==> src/elec_pkg.sv <==
package elec_pkg;

  // ----------------------------------------------------------------
  // register byte offsets
  // ----------------------------------------------------------------
  localparam logic [7:0] ADDR_AVG_SELECT  = 8'h00;
  localparam logic [7:0] ADDR_AVG_CONTROL = 8'h04;
  localparam logic [7:0] ADDR_POS_ENABLES = 8'h08;
  localparam logic [7:0] ADDR_NEG_ENABLES = 8'h0C;
  localparam logic [7:0] ADDR_OFF_CONFIG  = 8'h10;
  localparam logic [7:0] ADDR_SWAP        = 8'h14;
  localparam logic [7:0] ADDR_CONFIG_FOUR = 8'h18;
  localparam logic [7:0] ADDR_POS_STATUS  = 8'h1C;
  localparam logic [7:0] ADDR_NEG_STATUS  = 8'h20;
  localparam logic [7:0] ADDR_IRQ_STATUS  = 8'h24;
  localparam logic [7:0] ADDR_IRQ_MASK    = 8'h28;

  // ----------------------------------------------------------------
  // field positions
  // ----------------------------------------------------------------
  // avg_select: [2:0] amp a, [5:3] amp b, [8:6] amp c
  localparam int SEL_W         = 3;
  // avg_control
  localparam int CTL_PWR_A     = 0;
  localparam int CTL_PWR_B     = 1;
  localparam int CTL_PWR_C     = 2;
  localparam int CTL_AUG_LEADS = 3;
  localparam int CTL_REF_DRIVE = 4;
  // off_detect_config
  localparam int CFG_FREQ_LO   = 0;  // ac_excite_freq_select [1:0]
  localparam int CFG_CUR_LO    = 2;  // excite_current_level [1:0]
  localparam int CFG_SRC_SEL   = 4;  // excite_source_select
  localparam int CFG_THR_LO    = 5;  // comparator_threshold [2:0]
  // config_reg_four
  localparam int CF4_CMP_PD    = 0;  // comparator_powerdown
  localparam int CF4_EXC_OFF   = 1;  // excitation disable
  // irq bits
  localparam int IRQ_POS       = 0;
  localparam int IRQ_NEG       = 1;

  // ----------------------------------------------------------------
  // reset values and codes
  // ----------------------------------------------------------------
  localparam logic [31:0] RESET_ZERO  = 32'h0000_0000;
  localparam logic [1:0]  FREQ_DC     = 2'h0;
  localparam logic [1:0]  FREQ_HALF   = 2'h1;
  localparam logic [1:0]  FREQ_QUART  = 2'h3;
  localparam logic [1:0]  RESP_OKAY   = 2'h0;
  localparam logic [1:0]  RESP_SLVERR = 2'h2;

  // ----------------------------------------------------------------
  // timing
  // ----------------------------------------------------------------
  localparam int CLK_MHZ     = 100;
  localparam int CHOP_KHZ    = 8;
  localparam int CHOP_HALF   = (CLK_MHZ * 1000) / (2 * CHOP_KHZ);

  typedef enum logic [1:0] {
    EXC_IDLE,
    EXC_DC,
    EXC_AC
  } excite_mode_t;

  // excitation drive for the pair of inputs of all eight channels, one bit per channel
  typedef struct packed {
    logic [7:0] pos_pull_up;
    logic [7:0] pos_pull_dn;
    logic [7:0] neg_pull_up;
    logic [7:0] neg_pull_dn;
  } pull_drive_t;

  // routing of the averaging amplifiers
  typedef struct packed {
    logic [2:0] sel_a;
    logic [2:0] sel_b;
    logic [2:0] sel_c;
    logic [2:0] pwr;
  } avg_route_t;

endpackage : elec_pkg

==> src/electrode_off_and_wct_control.sv <==
// Design decisions made here: the register addresses and register access over AXI4-Lite.
`timescale 1ns/10ps

// Summary of operation
// - each averaging amp selects one of eight inputs
// - each averaging amp has own power bit
// - terminal averages the powered amplifiers
// - amplifier inputs chopped at eight kilohertz
// - eight-channel variant routes averages into channels 5-7
// - option buffers terminal onto drive pin
// - separate positive and negative detect enables
// - excitation disableable while comparators stay on
// - bit selects resistor or current excitation
// - dc pulls opposite sides, swap per channel
// - two-bit field sets excitation current
// - three-bit threshold drives four-bit dac
// - status registers appended to every frame
// - bit powers down the off comparators
// - ac toggles pulls at half or quarter rate
module electrode_off_and_wct_control #(
  parameter int NUM_CH      = 8,
  parameter bit EIGHT_CH_VARIANT = 1'b1
) (
  // clock and reset
  input  wire logic                      aclk,
  input  wire logic                      aresetn,
  // axi4-lite write address
  input  wire logic [7:0]                s_axi_awaddr,
  input  wire logic                      s_axi_awvalid,
  output logic                           s_axi_awready,
  // axi4-lite write data
  input  wire logic [31:0]               s_axi_wdata,
  input  wire logic [3:0]                s_axi_wstrb,
  input  wire logic                      s_axi_wvalid,
  output logic                           s_axi_wready,
  // axi4-lite write response
  output logic [1:0]                     s_axi_bresp,
  output logic                           s_axi_bvalid,
  input  wire logic                      s_axi_bready,
  // axi4-lite read address
  input  wire logic [7:0]                s_axi_araddr,
  input  wire logic                      s_axi_arvalid,
  output logic                           s_axi_arready,
  // axi4-lite read data
  output logic [31:0]                    s_axi_rdata,
  output logic [1:0]                     s_axi_rresp,
  output logic                           s_axi_rvalid,
  input  wire logic                      s_axi_rready,
  // conversion timing and comparators
  input  wire logic                      data_ready,
  input  wire logic [NUM_CH-1:0]         pos_comp_off,
  input  wire logic [NUM_CH-1:0]         neg_comp_off,
  // averaging amplifier controls
  output elec_pkg::avg_route_t           avg_route,
  output logic                           chop_clk,
  output logic                           aug_lead_route,
  output logic                           ref_to_drive_pin,
  // off-detect analog controls
  output elec_pkg::pull_drive_t          pull_drive,
  output logic                           current_mode,
  output logic [1:0]                     excite_current_level,
  output logic [3:0]                     threshold_dac,
  output logic                           comparator_enable,
  // status into the output frame
  output logic [2*NUM_CH-1:0]            frame_status,
  output logic                           irq
);

  if (NUM_CH != 8) begin : g_num_ch_check
    $error("NUM_CH must be 8");
  end

  // ----------
  // registers
  // ----------
  logic [8:0]        avg_sel_ff;
  logic [4:0]        avg_ctl_ff;
  logic [NUM_CH-1:0] pos_off_detect_enables_ff;
  logic [NUM_CH-1:0] neg_off_detect_enables_ff;
  logic [7:0]        off_detect_config_ff;
  logic [NUM_CH-1:0] pull_polarity_swap_ff;
  logic [1:0]        config_reg_four_ff;
  logic [NUM_CH-1:0] pos_off_status_ff;
  logic [NUM_CH-1:0] neg_off_status_ff;
  logic [1:0]        irq_status_ff;
  logic [1:0]        irq_mask_ff;

  // write a 32-bit word through byte strobes onto an old value
  function automatic logic [31:0] merge(input logic [31:0] old_v,
                                        input logic [31:0] new_v,
                                        input logic [3:0]  strb);
    logic [31:0] r;
    r = old_v;
    for (int i = 0; i < 4; i++) begin
      if (strb[i]) r[i*8 +: 8] = new_v[i*8 +: 8];
    end
    return r;
  endfunction : merge

  // ----------
  // axi write channel
  // ----------
  logic [7:0]  awaddr_ff;
  logic        aw_have_ff;
  logic [31:0] wdata_ff;
  logic [3:0]  wstrb_ff;
  logic        w_have_ff;
  logic        wr_go;
  logic        wr_hit;

  assign wr_go  = aw_have_ff && w_have_ff && !s_axi_bvalid;
  assign wr_hit = (awaddr_ff <= elec_pkg::ADDR_IRQ_MASK) && (awaddr_ff[1:0] == 2'h0);

  // address and data taken in either order, held until the write lands
  always_ff @(posedge aclk) begin
    if (!aresetn) begin
      aw_have_ff    <= 1'b0;
      w_have_ff     <= 1'b0;
      awaddr_ff     <= 8'h00;
      wdata_ff      <= 32'h0000_0000;
      wstrb_ff      <= 4'h0;
      s_axi_awready <= 1'b0;
      s_axi_wready  <= 1'b0;
      s_axi_bvalid  <= 1'b0;
      s_axi_bresp   <= 2'h0;
    end else begin
      s_axi_awready <= !aw_have_ff && !s_axi_awready && s_axi_awvalid;
      s_axi_wready  <= !w_have_ff && !s_axi_wready && s_axi_wvalid;
      if (s_axi_awvalid && s_axi_awready) begin
        aw_have_ff <= 1'b1;
        awaddr_ff  <= s_axi_awaddr;
      end
      if (s_axi_wvalid && s_axi_wready) begin
        w_have_ff <= 1'b1;
        wdata_ff  <= s_axi_wdata;
        wstrb_ff  <= s_axi_wstrb;
      end
      if (wr_go) begin
        aw_have_ff   <= 1'b0;
        w_have_ff    <= 1'b0;
        s_axi_bvalid <= 1'b1;
        s_axi_bresp  <= wr_hit ? elec_pkg::RESP_OKAY : elec_pkg::RESP_SLVERR;
      end else if (s_axi_bvalid && s_axi_bready) begin
        s_axi_bvalid <= 1'b0;
      end
    end
  end

  // software-written configuration
  always_ff @(posedge aclk) begin
    if (!aresetn) begin
      avg_sel_ff                <= 9'h000;
      avg_ctl_ff                <= 5'h00;
      pos_off_detect_enables_ff <= 8'h00;
      neg_off_detect_enables_ff <= 8'h00;
      off_detect_config_ff      <= 8'h00;
      pull_polarity_swap_ff     <= 8'h00;
      config_reg_four_ff        <= 2'h0;
      irq_mask_ff               <= 2'h0;
    end else if (wr_go) begin
      case (awaddr_ff)
        elec_pkg::ADDR_AVG_SELECT:
          avg_sel_ff <= 9'(merge({23'h0, avg_sel_ff}, wdata_ff, wstrb_ff));
        elec_pkg::ADDR_AVG_CONTROL:
          avg_ctl_ff <= 5'(merge({27'h0, avg_ctl_ff}, wdata_ff, wstrb_ff));
        elec_pkg::ADDR_POS_ENABLES:
          pos_off_detect_enables_ff <= 8'(merge({24'h0, pos_off_detect_enables_ff},
                                                wdata_ff, wstrb_ff));
        elec_pkg::ADDR_NEG_ENABLES:
          neg_off_detect_enables_ff <= 8'(merge({24'h0, neg_off_detect_enables_ff},
                                                wdata_ff, wstrb_ff));
        elec_pkg::ADDR_OFF_CONFIG:
          off_detect_config_ff <= 8'(merge({24'h0, off_detect_config_ff}, wdata_ff, wstrb_ff));
        elec_pkg::ADDR_SWAP:
          pull_polarity_swap_ff <= 8'(merge({24'h0, pull_polarity_swap_ff},
                                            wdata_ff, wstrb_ff));
        elec_pkg::ADDR_CONFIG_FOUR:
          config_reg_four_ff <= 2'(merge({30'h0, config_reg_four_ff}, wdata_ff, wstrb_ff));
        elec_pkg::ADDR_IRQ_MASK:
          irq_mask_ff <= 2'(merge({30'h0, irq_mask_ff}, wdata_ff, wstrb_ff));
        default: ;
      endcase
    end
  end

  // ----------
  // axi read channel
  // ----------
  logic        rd_take;
  logic        rd_irq_clr;
  logic [31:0] rd_word;

  assign rd_take = s_axi_arvalid && s_axi_arready;

  // read mux over live register state
  always_comb begin
    rd_word = 32'h0000_0000;
    case (s_axi_araddr)
      elec_pkg::ADDR_AVG_SELECT:  rd_word = {23'h0, avg_sel_ff};
      elec_pkg::ADDR_AVG_CONTROL: rd_word = {27'h0, avg_ctl_ff};
      elec_pkg::ADDR_POS_ENABLES: rd_word = {24'h0, pos_off_detect_enables_ff};
      elec_pkg::ADDR_NEG_ENABLES: rd_word = {24'h0, neg_off_detect_enables_ff};
      elec_pkg::ADDR_OFF_CONFIG:  rd_word = {24'h0, off_detect_config_ff};
      elec_pkg::ADDR_SWAP:        rd_word = {24'h0, pull_polarity_swap_ff};
      elec_pkg::ADDR_CONFIG_FOUR: rd_word = {30'h0, config_reg_four_ff};
      elec_pkg::ADDR_POS_STATUS:  rd_word = {24'h0, pos_off_status_ff};
      elec_pkg::ADDR_NEG_STATUS:  rd_word = {24'h0, neg_off_status_ff};
      elec_pkg::ADDR_IRQ_STATUS:  rd_word = {30'h0, irq_status_ff};
      elec_pkg::ADDR_IRQ_MASK:    rd_word = {30'h0, irq_mask_ff};
      default:                    rd_word = 32'h0000_0000;
    endcase
  end

  assign rd_irq_clr = rd_take && (s_axi_araddr == elec_pkg::ADDR_IRQ_STATUS);

  // one read at a time; arready only while no answer is pending
  always_ff @(posedge aclk) begin
    if (!aresetn) begin
      s_axi_arready <= 1'b0;
      s_axi_rvalid  <= 1'b0;
      s_axi_rdata   <= 32'h0000_0000;
      s_axi_rresp   <= 2'h0;
    end else begin
      s_axi_arready <= !s_axi_arready && !s_axi_rvalid && s_axi_arvalid;
      if (rd_take) begin
        s_axi_rvalid <= 1'b1;
        s_axi_rdata  <= rd_word;
        s_axi_rresp  <= ((s_axi_araddr <= elec_pkg::ADDR_IRQ_MASK) &&
                         (s_axi_araddr[1:0] == 2'h0)) ? elec_pkg::RESP_OKAY
                                                      : elec_pkg::RESP_SLVERR;
      end else if (s_axi_rvalid && s_axi_rready) begin
        s_axi_rvalid <= 1'b0;
      end
    end
  end

  // ----------
  // averaging amplifiers
  // ----------
  // selections and power bits straight out; the analog summing network
  // averages whichever amps are on, so one, two or three give levels
  always_ff @(posedge aclk) begin
    if (!aresetn) begin
      avg_route        <= '0;
      aug_lead_route   <= 1'b0;
      ref_to_drive_pin <= 1'b0;
    end else begin
      avg_route.sel_a  <= avg_sel_ff[2:0];
      avg_route.sel_b  <= avg_sel_ff[5:3];
      avg_route.sel_c  <= avg_sel_ff[8:6];
      avg_route.pwr    <= avg_ctl_ff[elec_pkg::CTL_PWR_C:elec_pkg::CTL_PWR_A];
      aug_lead_route   <= EIGHT_CH_VARIANT & avg_ctl_ff[elec_pkg::CTL_AUG_LEADS];
      ref_to_drive_pin <= avg_ctl_ff[elec_pkg::CTL_REF_DRIVE];
    end
  end

  // chopper divider; runs only while some amp is powered to save toggling
  logic [$clog2(elec_pkg::CHOP_HALF)-1:0] chop_cnt_ff;
  always_ff @(posedge aclk) begin
    if (!aresetn || avg_ctl_ff[2:0] == 3'h0) begin
      chop_cnt_ff <= '0;
      chop_clk    <= 1'b0;
    end else if (chop_cnt_ff == ($clog2(elec_pkg::CHOP_HALF))'(elec_pkg::CHOP_HALF - 1)) begin
      chop_cnt_ff <= '0;
      chop_clk    <= ~chop_clk;
    end else begin
      chop_cnt_ff <= chop_cnt_ff + 1'b1;
    end
  end

  // ----------
  // excitation
  // ----------
  logic [1:0]               freq_sel;
  logic [1:0]               ac_phase_ff;
  logic                     ac_level;
  logic                     excite_on;
  elec_pkg::excite_mode_t   mode;

  assign freq_sel  = off_detect_config_ff[elec_pkg::CFG_FREQ_LO +: 2];
  assign excite_on = !config_reg_four_ff[elec_pkg::CF4_EXC_OFF];
  assign mode      = !excite_on ? elec_pkg::EXC_IDLE :
                     (freq_sel == elec_pkg::FREQ_DC) ? elec_pkg::EXC_DC : elec_pkg::EXC_AC;
  // half rate flips every sample, quarter rate every second sample
  assign ac_level  = (freq_sel == elec_pkg::FREQ_QUART) ? ac_phase_ff[1] : ac_phase_ff[0];

  // ac phase advanced by the data-rate strobe
  always_ff @(posedge aclk) begin
    if (!aresetn) begin
      ac_phase_ff <= 2'h0;
    end else if (data_ready) begin
      ac_phase_ff <= ac_phase_ff + 2'h1;
    end
  end

  // pull pattern: positive side up unless swapped; ac flips both sides
  always_ff @(posedge aclk) begin
    if (!aresetn) begin
      pull_drive <= '0;
    end else begin
      case (mode)
        elec_pkg::EXC_DC: begin
          pull_drive.pos_pull_up <= pos_off_detect_enables_ff & ~pull_polarity_swap_ff;
          pull_drive.pos_pull_dn <= pos_off_detect_enables_ff & pull_polarity_swap_ff;
          pull_drive.neg_pull_up <= neg_off_detect_enables_ff & pull_polarity_swap_ff;
          pull_drive.neg_pull_dn <= neg_off_detect_enables_ff & ~pull_polarity_swap_ff;
        end
        elec_pkg::EXC_AC: begin
          pull_drive.pos_pull_up <= ac_level ? pos_off_detect_enables_ff : 8'h00;
          pull_drive.pos_pull_dn <= ac_level ? 8'h00 : pos_off_detect_enables_ff;
          pull_drive.neg_pull_up <= ac_level ? 8'h00 : neg_off_detect_enables_ff;
          pull_drive.neg_pull_dn <= ac_level ? neg_off_detect_enables_ff : 8'h00;
        end
        default: pull_drive <= '0;
      endcase
    end
  end

  // current settings and comparator controls
  always_ff @(posedge aclk) begin
    if (!aresetn) begin
      current_mode         <= 1'b0;
      excite_current_level <= 2'h0;
      threshold_dac        <= 4'h0;
      comparator_enable    <= 1'b0;
    end else begin
      current_mode         <= off_detect_config_ff[elec_pkg::CFG_SRC_SEL];
      excite_current_level <= off_detect_config_ff[elec_pkg::CFG_CUR_LO +: 2];
      // three-bit code lands on the odd dac levels; lsb held high
      threshold_dac        <= {off_detect_config_ff[elec_pkg::CFG_THR_LO +: 3], 1'b1};
      comparator_enable    <= !config_reg_four_ff[elec_pkg::CF4_CMP_PD];
    end
  end

  // ----------
  // comparator status, frame copy and interrupt
  // ----------
  logic [NUM_CH-1:0] pos_live;
  logic [NUM_CH-1:0] neg_live;
  logic [1:0]        irq_event;

  assign pos_live  = comparator_enable ? (pos_comp_off & pos_off_detect_enables_ff) : '0;
  assign neg_live  = comparator_enable ? (neg_comp_off & neg_off_detect_enables_ff) : '0;
  assign irq_event = {|(neg_live & ~neg_off_status_ff), |(pos_live & ~pos_off_status_ff)};

  // live status, bit n is channel n+1
  always_ff @(posedge aclk) begin
    if (!aresetn) begin
      pos_off_status_ff <= 8'h00;
      neg_off_status_ff <= 8'h00;
    end else begin
      pos_off_status_ff <= pos_live;
      neg_off_status_ff <= neg_live;
    end
  end

  // both status bytes latched into each frame at the data strobe
  always_ff @(posedge aclk) begin
    if (!aresetn) begin
      frame_status <= '0;
    end else if (data_ready) begin
      frame_status <= {pos_off_status_ff, neg_off_status_ff};
    end
  end

  // sticky events: a new event on the clearing read is kept
  always_ff @(posedge aclk) begin
    if (!aresetn) begin
      irq_status_ff <= 2'h0;
      irq           <= 1'b0;
    end else begin
      irq_status_ff <= (rd_irq_clr ? 2'h0 : irq_status_ff) | irq_event;
      irq           <= |(((rd_irq_clr ? 2'h0 : irq_status_ff) | irq_event) & irq_mask_ff);
    end
  end

endmodule : electrode_off_and_wct_control

==> config.mk <==
export PLATFORM = sky130hd
export DESIGN_NAME = electrode_off_and_wct_control
export DESIGN_NICKNAME = d
export VERILOG_FILES = /design/src/elec_pkg.sv /design/src/electrode_off_and_wct_control.sv
export SDC_FILE = /design/constraint.sdc
export NUM_CORES = 1
export LEC_CHECK = 0
export BUFFER_PORTS_ARGS = -buffer_cell sky130_fd_sc_hd__buf_2
export CAP_MARGIN = 20
export CORE_MARGIN = 2
export CORE_UTILIZATION = 48
export DETAILED_ROUTE_END_ITERATION = 16
export HOLD_SLACK_MARGIN = 0.12
export PLACE_DENSITY = 0.79
export SLEW_MARGIN = 20
export SYNTH_ARGS = -nofsm -noshare
export SYNTH_HDL_FRONTEND = slang
export SYNTH_SLANG_ARGS = --single-unit
==> constraint.sdc <==
create_clock -name aclk -period 1.55 [get_ports aclk]
set_input_delay 0.2325 -clock aclk [delete_from_list [all_inputs] [get_ports aclk]]
set_output_delay 0.2325 -clock aclk [all_outputs]
set_load 0.005 [all_outputs]
# Word-level counts from Yosys, hierarchy flattened
# Index checks and enable logic that the tools add are counted.
# totals
reg_bits	217
out_inout_bits	113
# classes
addsub	2
magnitude_cmp	2
eq_ne	21
mux	19
bitwise	15
reduce_logical	48
# ops
cell	count
9-bit one-hot mux with 11 select lines	1
8-bit AND	8
32-bit one-hot mux with 2 select lines	1
8-bit by 5-bit equality test with 1-bit output (second input constant)	7
8-bit two-way mux	6
8-bit by 4-bit equality test with 1-bit output (second input constant)	4
8-bit by 6-bit equality test with 1-bit output (second input constant)	4
3-bit AND reduction	9
8-bit NOT	3
8-bit by 3-bit equality test with 1-bit output (second input constant)	2
8-bit by 6-bit <= comparator with 1-bit output (second input constant)	2
1-bit logical AND	16
8-bit zero test	2
8-bit OR reduction	2
13-bit by 1-bit adder with 13-bit output (second input constant)	1
13-bit equality test (second input constant)	1
2-bit two-way mux	5
1-bit zero test	9
2-bit zero test	3
1-bit two-way mux	6
2-bit OR reduction	3
2-bit equality test (second input constant)	2
2-bit nonzero test	2
3-bit zero test	1
6 further kinds	7

# Depth between registers and ports, before layout
# depth
ltp_word	7
ltp_mapped	7
depth_no_buf	6

# Worst setup path after synthesis
# Ideal clock, no wire load.
# synth_path
path_type	reg-to-reg
start	register awaddr_ff[6]
end	register neg_off_detect_enables_ff[0]
setup_time_ns	0.116
arrival_time_ns	1.589
required_time_ns	1.434
path_slack_ns	-0.155
stages_incl_launch_ff	6
synth_period_minus_slack_ns	1.705
path_cell_list	dfxtp_1 or3b_4 nor4_4 nand4_4 mux2i_1 nor2b_1
# synth_via
elab_chain_cells	2
# synth_rtl
element	line_no	text
start: declaration	electrode_off_and_wct_control.sv:103	logic [7:0] awaddr_ff;
start signal: assignment	electrode_off_and_wct_control.sv:131	awaddr_ff <= s_axi_awaddr;
8-bit by 4-bit equality test with 1-bit output	electrode_off_and_wct_control.sv:161	case (awaddr_ff)
3-bit AND reduction (no line)	-	
end signal: assignment	electrode_off_and_wct_control.sv:170	neg_off_detect_enables_ff <= 8'(merge({24'h0, neg_off_detect_enables_ff},
end: declaration	electrode_off_and_wct_control.sv:79	logic [NUM_CH-1:0] neg_off_detect_enables_ff;
# Every way passes these cells.
# A chain may end at the register's enable or synchronous reset.

# Final worst setup path
# layout_path
start	register awaddr_ff[6]
end	register pos_off_detect_enables_ff[3]
# layout_via
elab_chain_cells	2
# layout_rtl
element	line_no	text
8-bit by 4-bit equality test with 1-bit output	electrode_off_and_wct_control.sv:161	
3-bit AND reduction (no line)	-	
end signal: assignment	electrode_off_and_wct_control.sv:167	pos_off_detect_enables_ff <= 8'(merge({24'h0, pos_off_detect_enables_ff},
end: declaration	electrode_off_and_wct_control.sv:78	logic [NUM_CH-1:0] pos_off_detect_enables_ff;
# Every way passes these cells.

==> run_results.csv <==
group,metric,value,unit
global_routing,antenna_found_initial,1,
cts,cts_buffers,17,
synth,synth_edf_count,0,
outcome,status,"complete, but fails checks",
setup_path,crit_start,"awaddr_ff[6]",
timing,min_period,1720,ps
placement,port_buffers,138,
cts,root_buffer,"clkbuf_16",
finish,fin_nets,1154,
setup_path,critPathLaunchType,"flop",
timing,drv_slew,0,
timing,slew_headroom,61.3,%
setup_path,path_buf_inv,3,
global_routing,overflow,0,
finish,fill_cells,1240,
setup_path,critical-path-max-stage-delay,430,ps
min_path,worstHoldStart,"s_axi_araddr[1]",
placement,place_congestion,0.933,
global_routing,grt_pass1_vias,6359,
detailed_routing,avgRoutedWirePerCell,16.6,µm
synth,ys.warnings.count,0,
setup_path,r2r_start,"awaddr_ff[6]",
timing,fin_ws,-165,ps
floorplanning,rows,46,
detailed_routing,drtPass1Iterations,7,
min_path,hold_path.class,"input port to flop",
outcome,violations,"negative setup slack",
setup_path,cp-end-kind,"flop",
cts,clkTransAtPathRegs,70,ps
cts,clockBufferDepth,2,
placement,hpwl,15800,µm
power,power,9.81,mW
run,cap_viol_max_count,0,
cts,clk-insertion-delay-late,440,ps
global_routing,grt_pass1_wl,32600,µm
setup_path,path_cells,"or3b_4 > nor4_4 > buf_4 > buf_12 > buf_4 > nand2_4 > nand2_2 > a21boi_1",
floorplanning,start_util,48.8,%
finish,final_layout_size_suffix_gt1_share,28.6,%
power,powerDensity,957,nW/µm²
synth,synthCells,834,
synth,ys_types,53,
power,irDropWorstVdd,766,µV
synth,avgSynthCellArea,9.26,µm²
timing,rsz0062_at_grt,"yes",
setup_path,crit_fanout,8,
floorplanning,die-area,17100,µm²
setup_path,cp.arrival,2050,ps
finish,syn2layout_area_growth,32.8,%
floorplanning,die_h,131,µm
timing,hold_violations,0,
placement,dp_slack,-206,ps
synth,synthArstFlopShare,0,%
setup_path,crit_path_top_delay_cell,"or3b_4",
synth,ys_ff_latch,192,
timing,worst_pin_slew,578,ps
detailed_routing,drt_iter0_drc,489,
cts,ctsHtreeMaxLevel,4,
detailed_routing,vias,6899,
timing,clock_skew,11.1,ps
detailed_routing,route.detailed.drc,0,
setup_path,worstPathRequired,1880,ps
synth,syn-cell-area,7720,µm²
detailed_routing,ant_nets,0,
global_routing,grt_max_degree,43,
timing,period_share,111,%
power,leakagePower,4.38,nW
detailed_routing,routed_via_density,5.28,
synth,ys.flop_type,"dfxtp_1",
setup_path,r2r_slack,-170,ps
finish,fin_util,64.8,%
global_routing,groute.usage.overall,25.1,%
setup_path,crit_top_cell,"buf_4",
floorplanning,core_area,15800,µm²
timing,fmax,583,MHz
floorplanning,die_x,131,µm
detailed_routing,drt-total-wl,21700,µm
cts,cts_tree,"built",
timing,finalSetupViolCount,41,
setup_path,crit_type,"flop to flop",
floorplanning,ios,189,
cts,cts.sinks,192,
setup_path,critPathTopFamily,"simple AND/OR/NAND/NOR gates",
synth,seq_area_frac_synth,49.8,%
synthesized netlist by cell type (2+ instances only):
master | instances | area, µm²
buf_2 | 9 | 45.0
mux2i_1 | 54 | 541
nor4_1 | 5 | 31.3
nor3_1 | 10 | 50.1
xor2_1 | 5 | 43.8
dfxtp_1 | 192 | 3840
mux2_2 | 12 | 135
nor4_2 | 2 | 25.0
nand2b_1 | 3 | 18.8
inv_1 | 6 | 22.5
xnor2_1 | 8 | 70.1
a31oi_1 | 6 | 37.5
or4_1 | 2 | 15.0
nor4_4 | 3 | 63.8
a211oi_1 | 2 | 15.0
nor2b_1 | 47 | 294
nor4bb_1 | 2 | 20.0
o21a_1 | 8 | 60.1
ha_1 | 2 | 25.0
nand2_1 | 128 | 480
clkbuf_1 | 31 | 116
a21oi_1 | 20 | 100
nand4_1 | 7 | 43.8
o21ai_0 | 25 | 125
o22ai_1 | 11 | 68.8
a21boi_0 | 37 | 278
or3_1 | 2 | 12.5
a22o_1 | 2 | 17.5
and3_1 | 4 | 25.0
nor3b_1 | 2 | 15.0
buf_4 | 25 | 188
nor2_1 | 64 | 240
a2bb2oi_1 | 2 | 17.5
and2_1 | 28 | 175
nand3_1 | 36 | 180
buf_1 | 2 | 7.51
a22oi_1 | 13 | 97.6
nand3_2 | 2 | 20.0
per-stage QoR:
| stage | setup TNS (ps) | area, µm² | hold slack [ps] | cells |
|---|---|---|---|---|
| after floorplan | -3390 | 7830 | 260 | 858 |
| after global placement | -2510 | 9070 | 435 | 1228 |
| after detailed placement | -3870 | 9070 | 452 | 1228 |
| after CTS | -3590 | 10100 | 222 | 1304 |
| after global routing | -7610 | 10300 | 265 | 1305 |
| final | -4080 | 10300 | 231 | 1306 |
worst reg2reg max path, delay by kind of cell, from the launching register on:
kind            cells  cell delay [ps]
simple gates        4              800
buf+inv             3              430
flops               1              320
compound gates      1               60
power by group:
group,switching (mW),internal [mW]
clock network,1.97,2.29
registers,0.0416,4.96
logic,0.272,0.274
layout make-up:
cell class	count	area, µm²	area share, %
Sequential cell	192	3850	37.5
Inverter	6	22.5	0.220
Timing Repair Buffer	267	1830	17.9
Antenna cell	1	2.50	0.0244
Clock buffer	19	443	4.32
Tap cell	216	270	2.64
Clock inverter	13	128	1.24
Multi-Input combinational cell	592	3710	36.2
cell usage in the layout, fill, tap and decap left out, types with 4 or more instances in the layout:
cell | netlist | routed
buf_2 | 9 | 138
nor4_4 | 3 | 4
xor2_1 | 5 | 5
nor4_1 | 5 | 5
o22ai_1 | 11 | 11
nor3_1 | 10 | 9
nor2_1 | 64 | 64
mux2i_1 | 54 | 54
a31oi_1 | 6 | 6
and3_1 | 4 | 4
xnor2_1 | 8 | 8
dlygate4sd3_1 | 0 | 41
o21ai_0 | 25 | 19
nand4_1 | 7 | 7
nor2b_1 | 47 | 47
nand2_2 | 0 | 16
nand2_1 | 128 | 109
buf_4 | 25 | 78
a21boi_1 | 1 | 13
conb_1 | 1 | 25
clkbuf_16 | 0 | 17
dfxtp_1 | 192 | 190
a21boi_0 | 37 | 25
a22oi_1 | 13 | 12
o21ai_1 | 0 | 6
inv_6 | 0 | 4
o21a_1 | 8 | 8
and2_1 | 28 | 28
nand3_1 | 36 | 33
a21oi_1 | 20 | 20
buf_6 | 1 | 5
inv_1 | 6 | 6
mux2_2 | 12 | 12
sequential cells by signal, summed over array words and instances, names as in the netlist, 9 cells and up:
register      flops
avg_route        12
avg_sel_ff        9
chop_cnt_ff      13
frame_status     16
pull_drive       32
s_axi_rdata       9
wdata_ff          9
timing repair:
item,CTS,global route
gates resized for setup,20,42
endpoints found under the setup margin,41,93
endpoints found under the hold margin,41,0
hold buffers,41,0
gates cloned,1,0
buffers inserted,2,1
pin swaps,8,14
cells by family (layout without fill, tap and decap cells):
family	after synthesis	after routing	share of synthesized area, %
AO/OA/AOI/OAI	131	131	11.1
XOR/XNOR	13	13	1.47
multiplexers	66	66	8.75
flip-flops	192	192	49.8
buffers and inverters	74	305	5.06
adder cells (fa/ha/maj)	2	2	0.324
other	1	26	0.0486
AND/OR/NAND/NOR	355	355	23.4
layer usage:
layer | GRT usage (%) | part of all wire [%] | vias to the layer above | wire [µm]
li1 | - | - | 3286 | -
met1 | 31.8 | 42 | 3269 | 9030
met2 | 41.9 | 49 | 295 | 10600
met3 | 5.25 | 7.0 | 49 | 1510
met4 | 10.3 | 2.7 | 0 | 582
met5 | 0 | 0 | - | 0
final timing paths:
path                                       end  cells after the start
setup / recovery  pos_off_detect_enables_ff[3]                      8
hold / removal                  s_axi_rresp[1]                      4
setup reg to reg  pos_off_detect_enables_ff[3]                      8
hold reg to reg                  s_axi_arready                      1
Power figures use the tool's default switching activity.
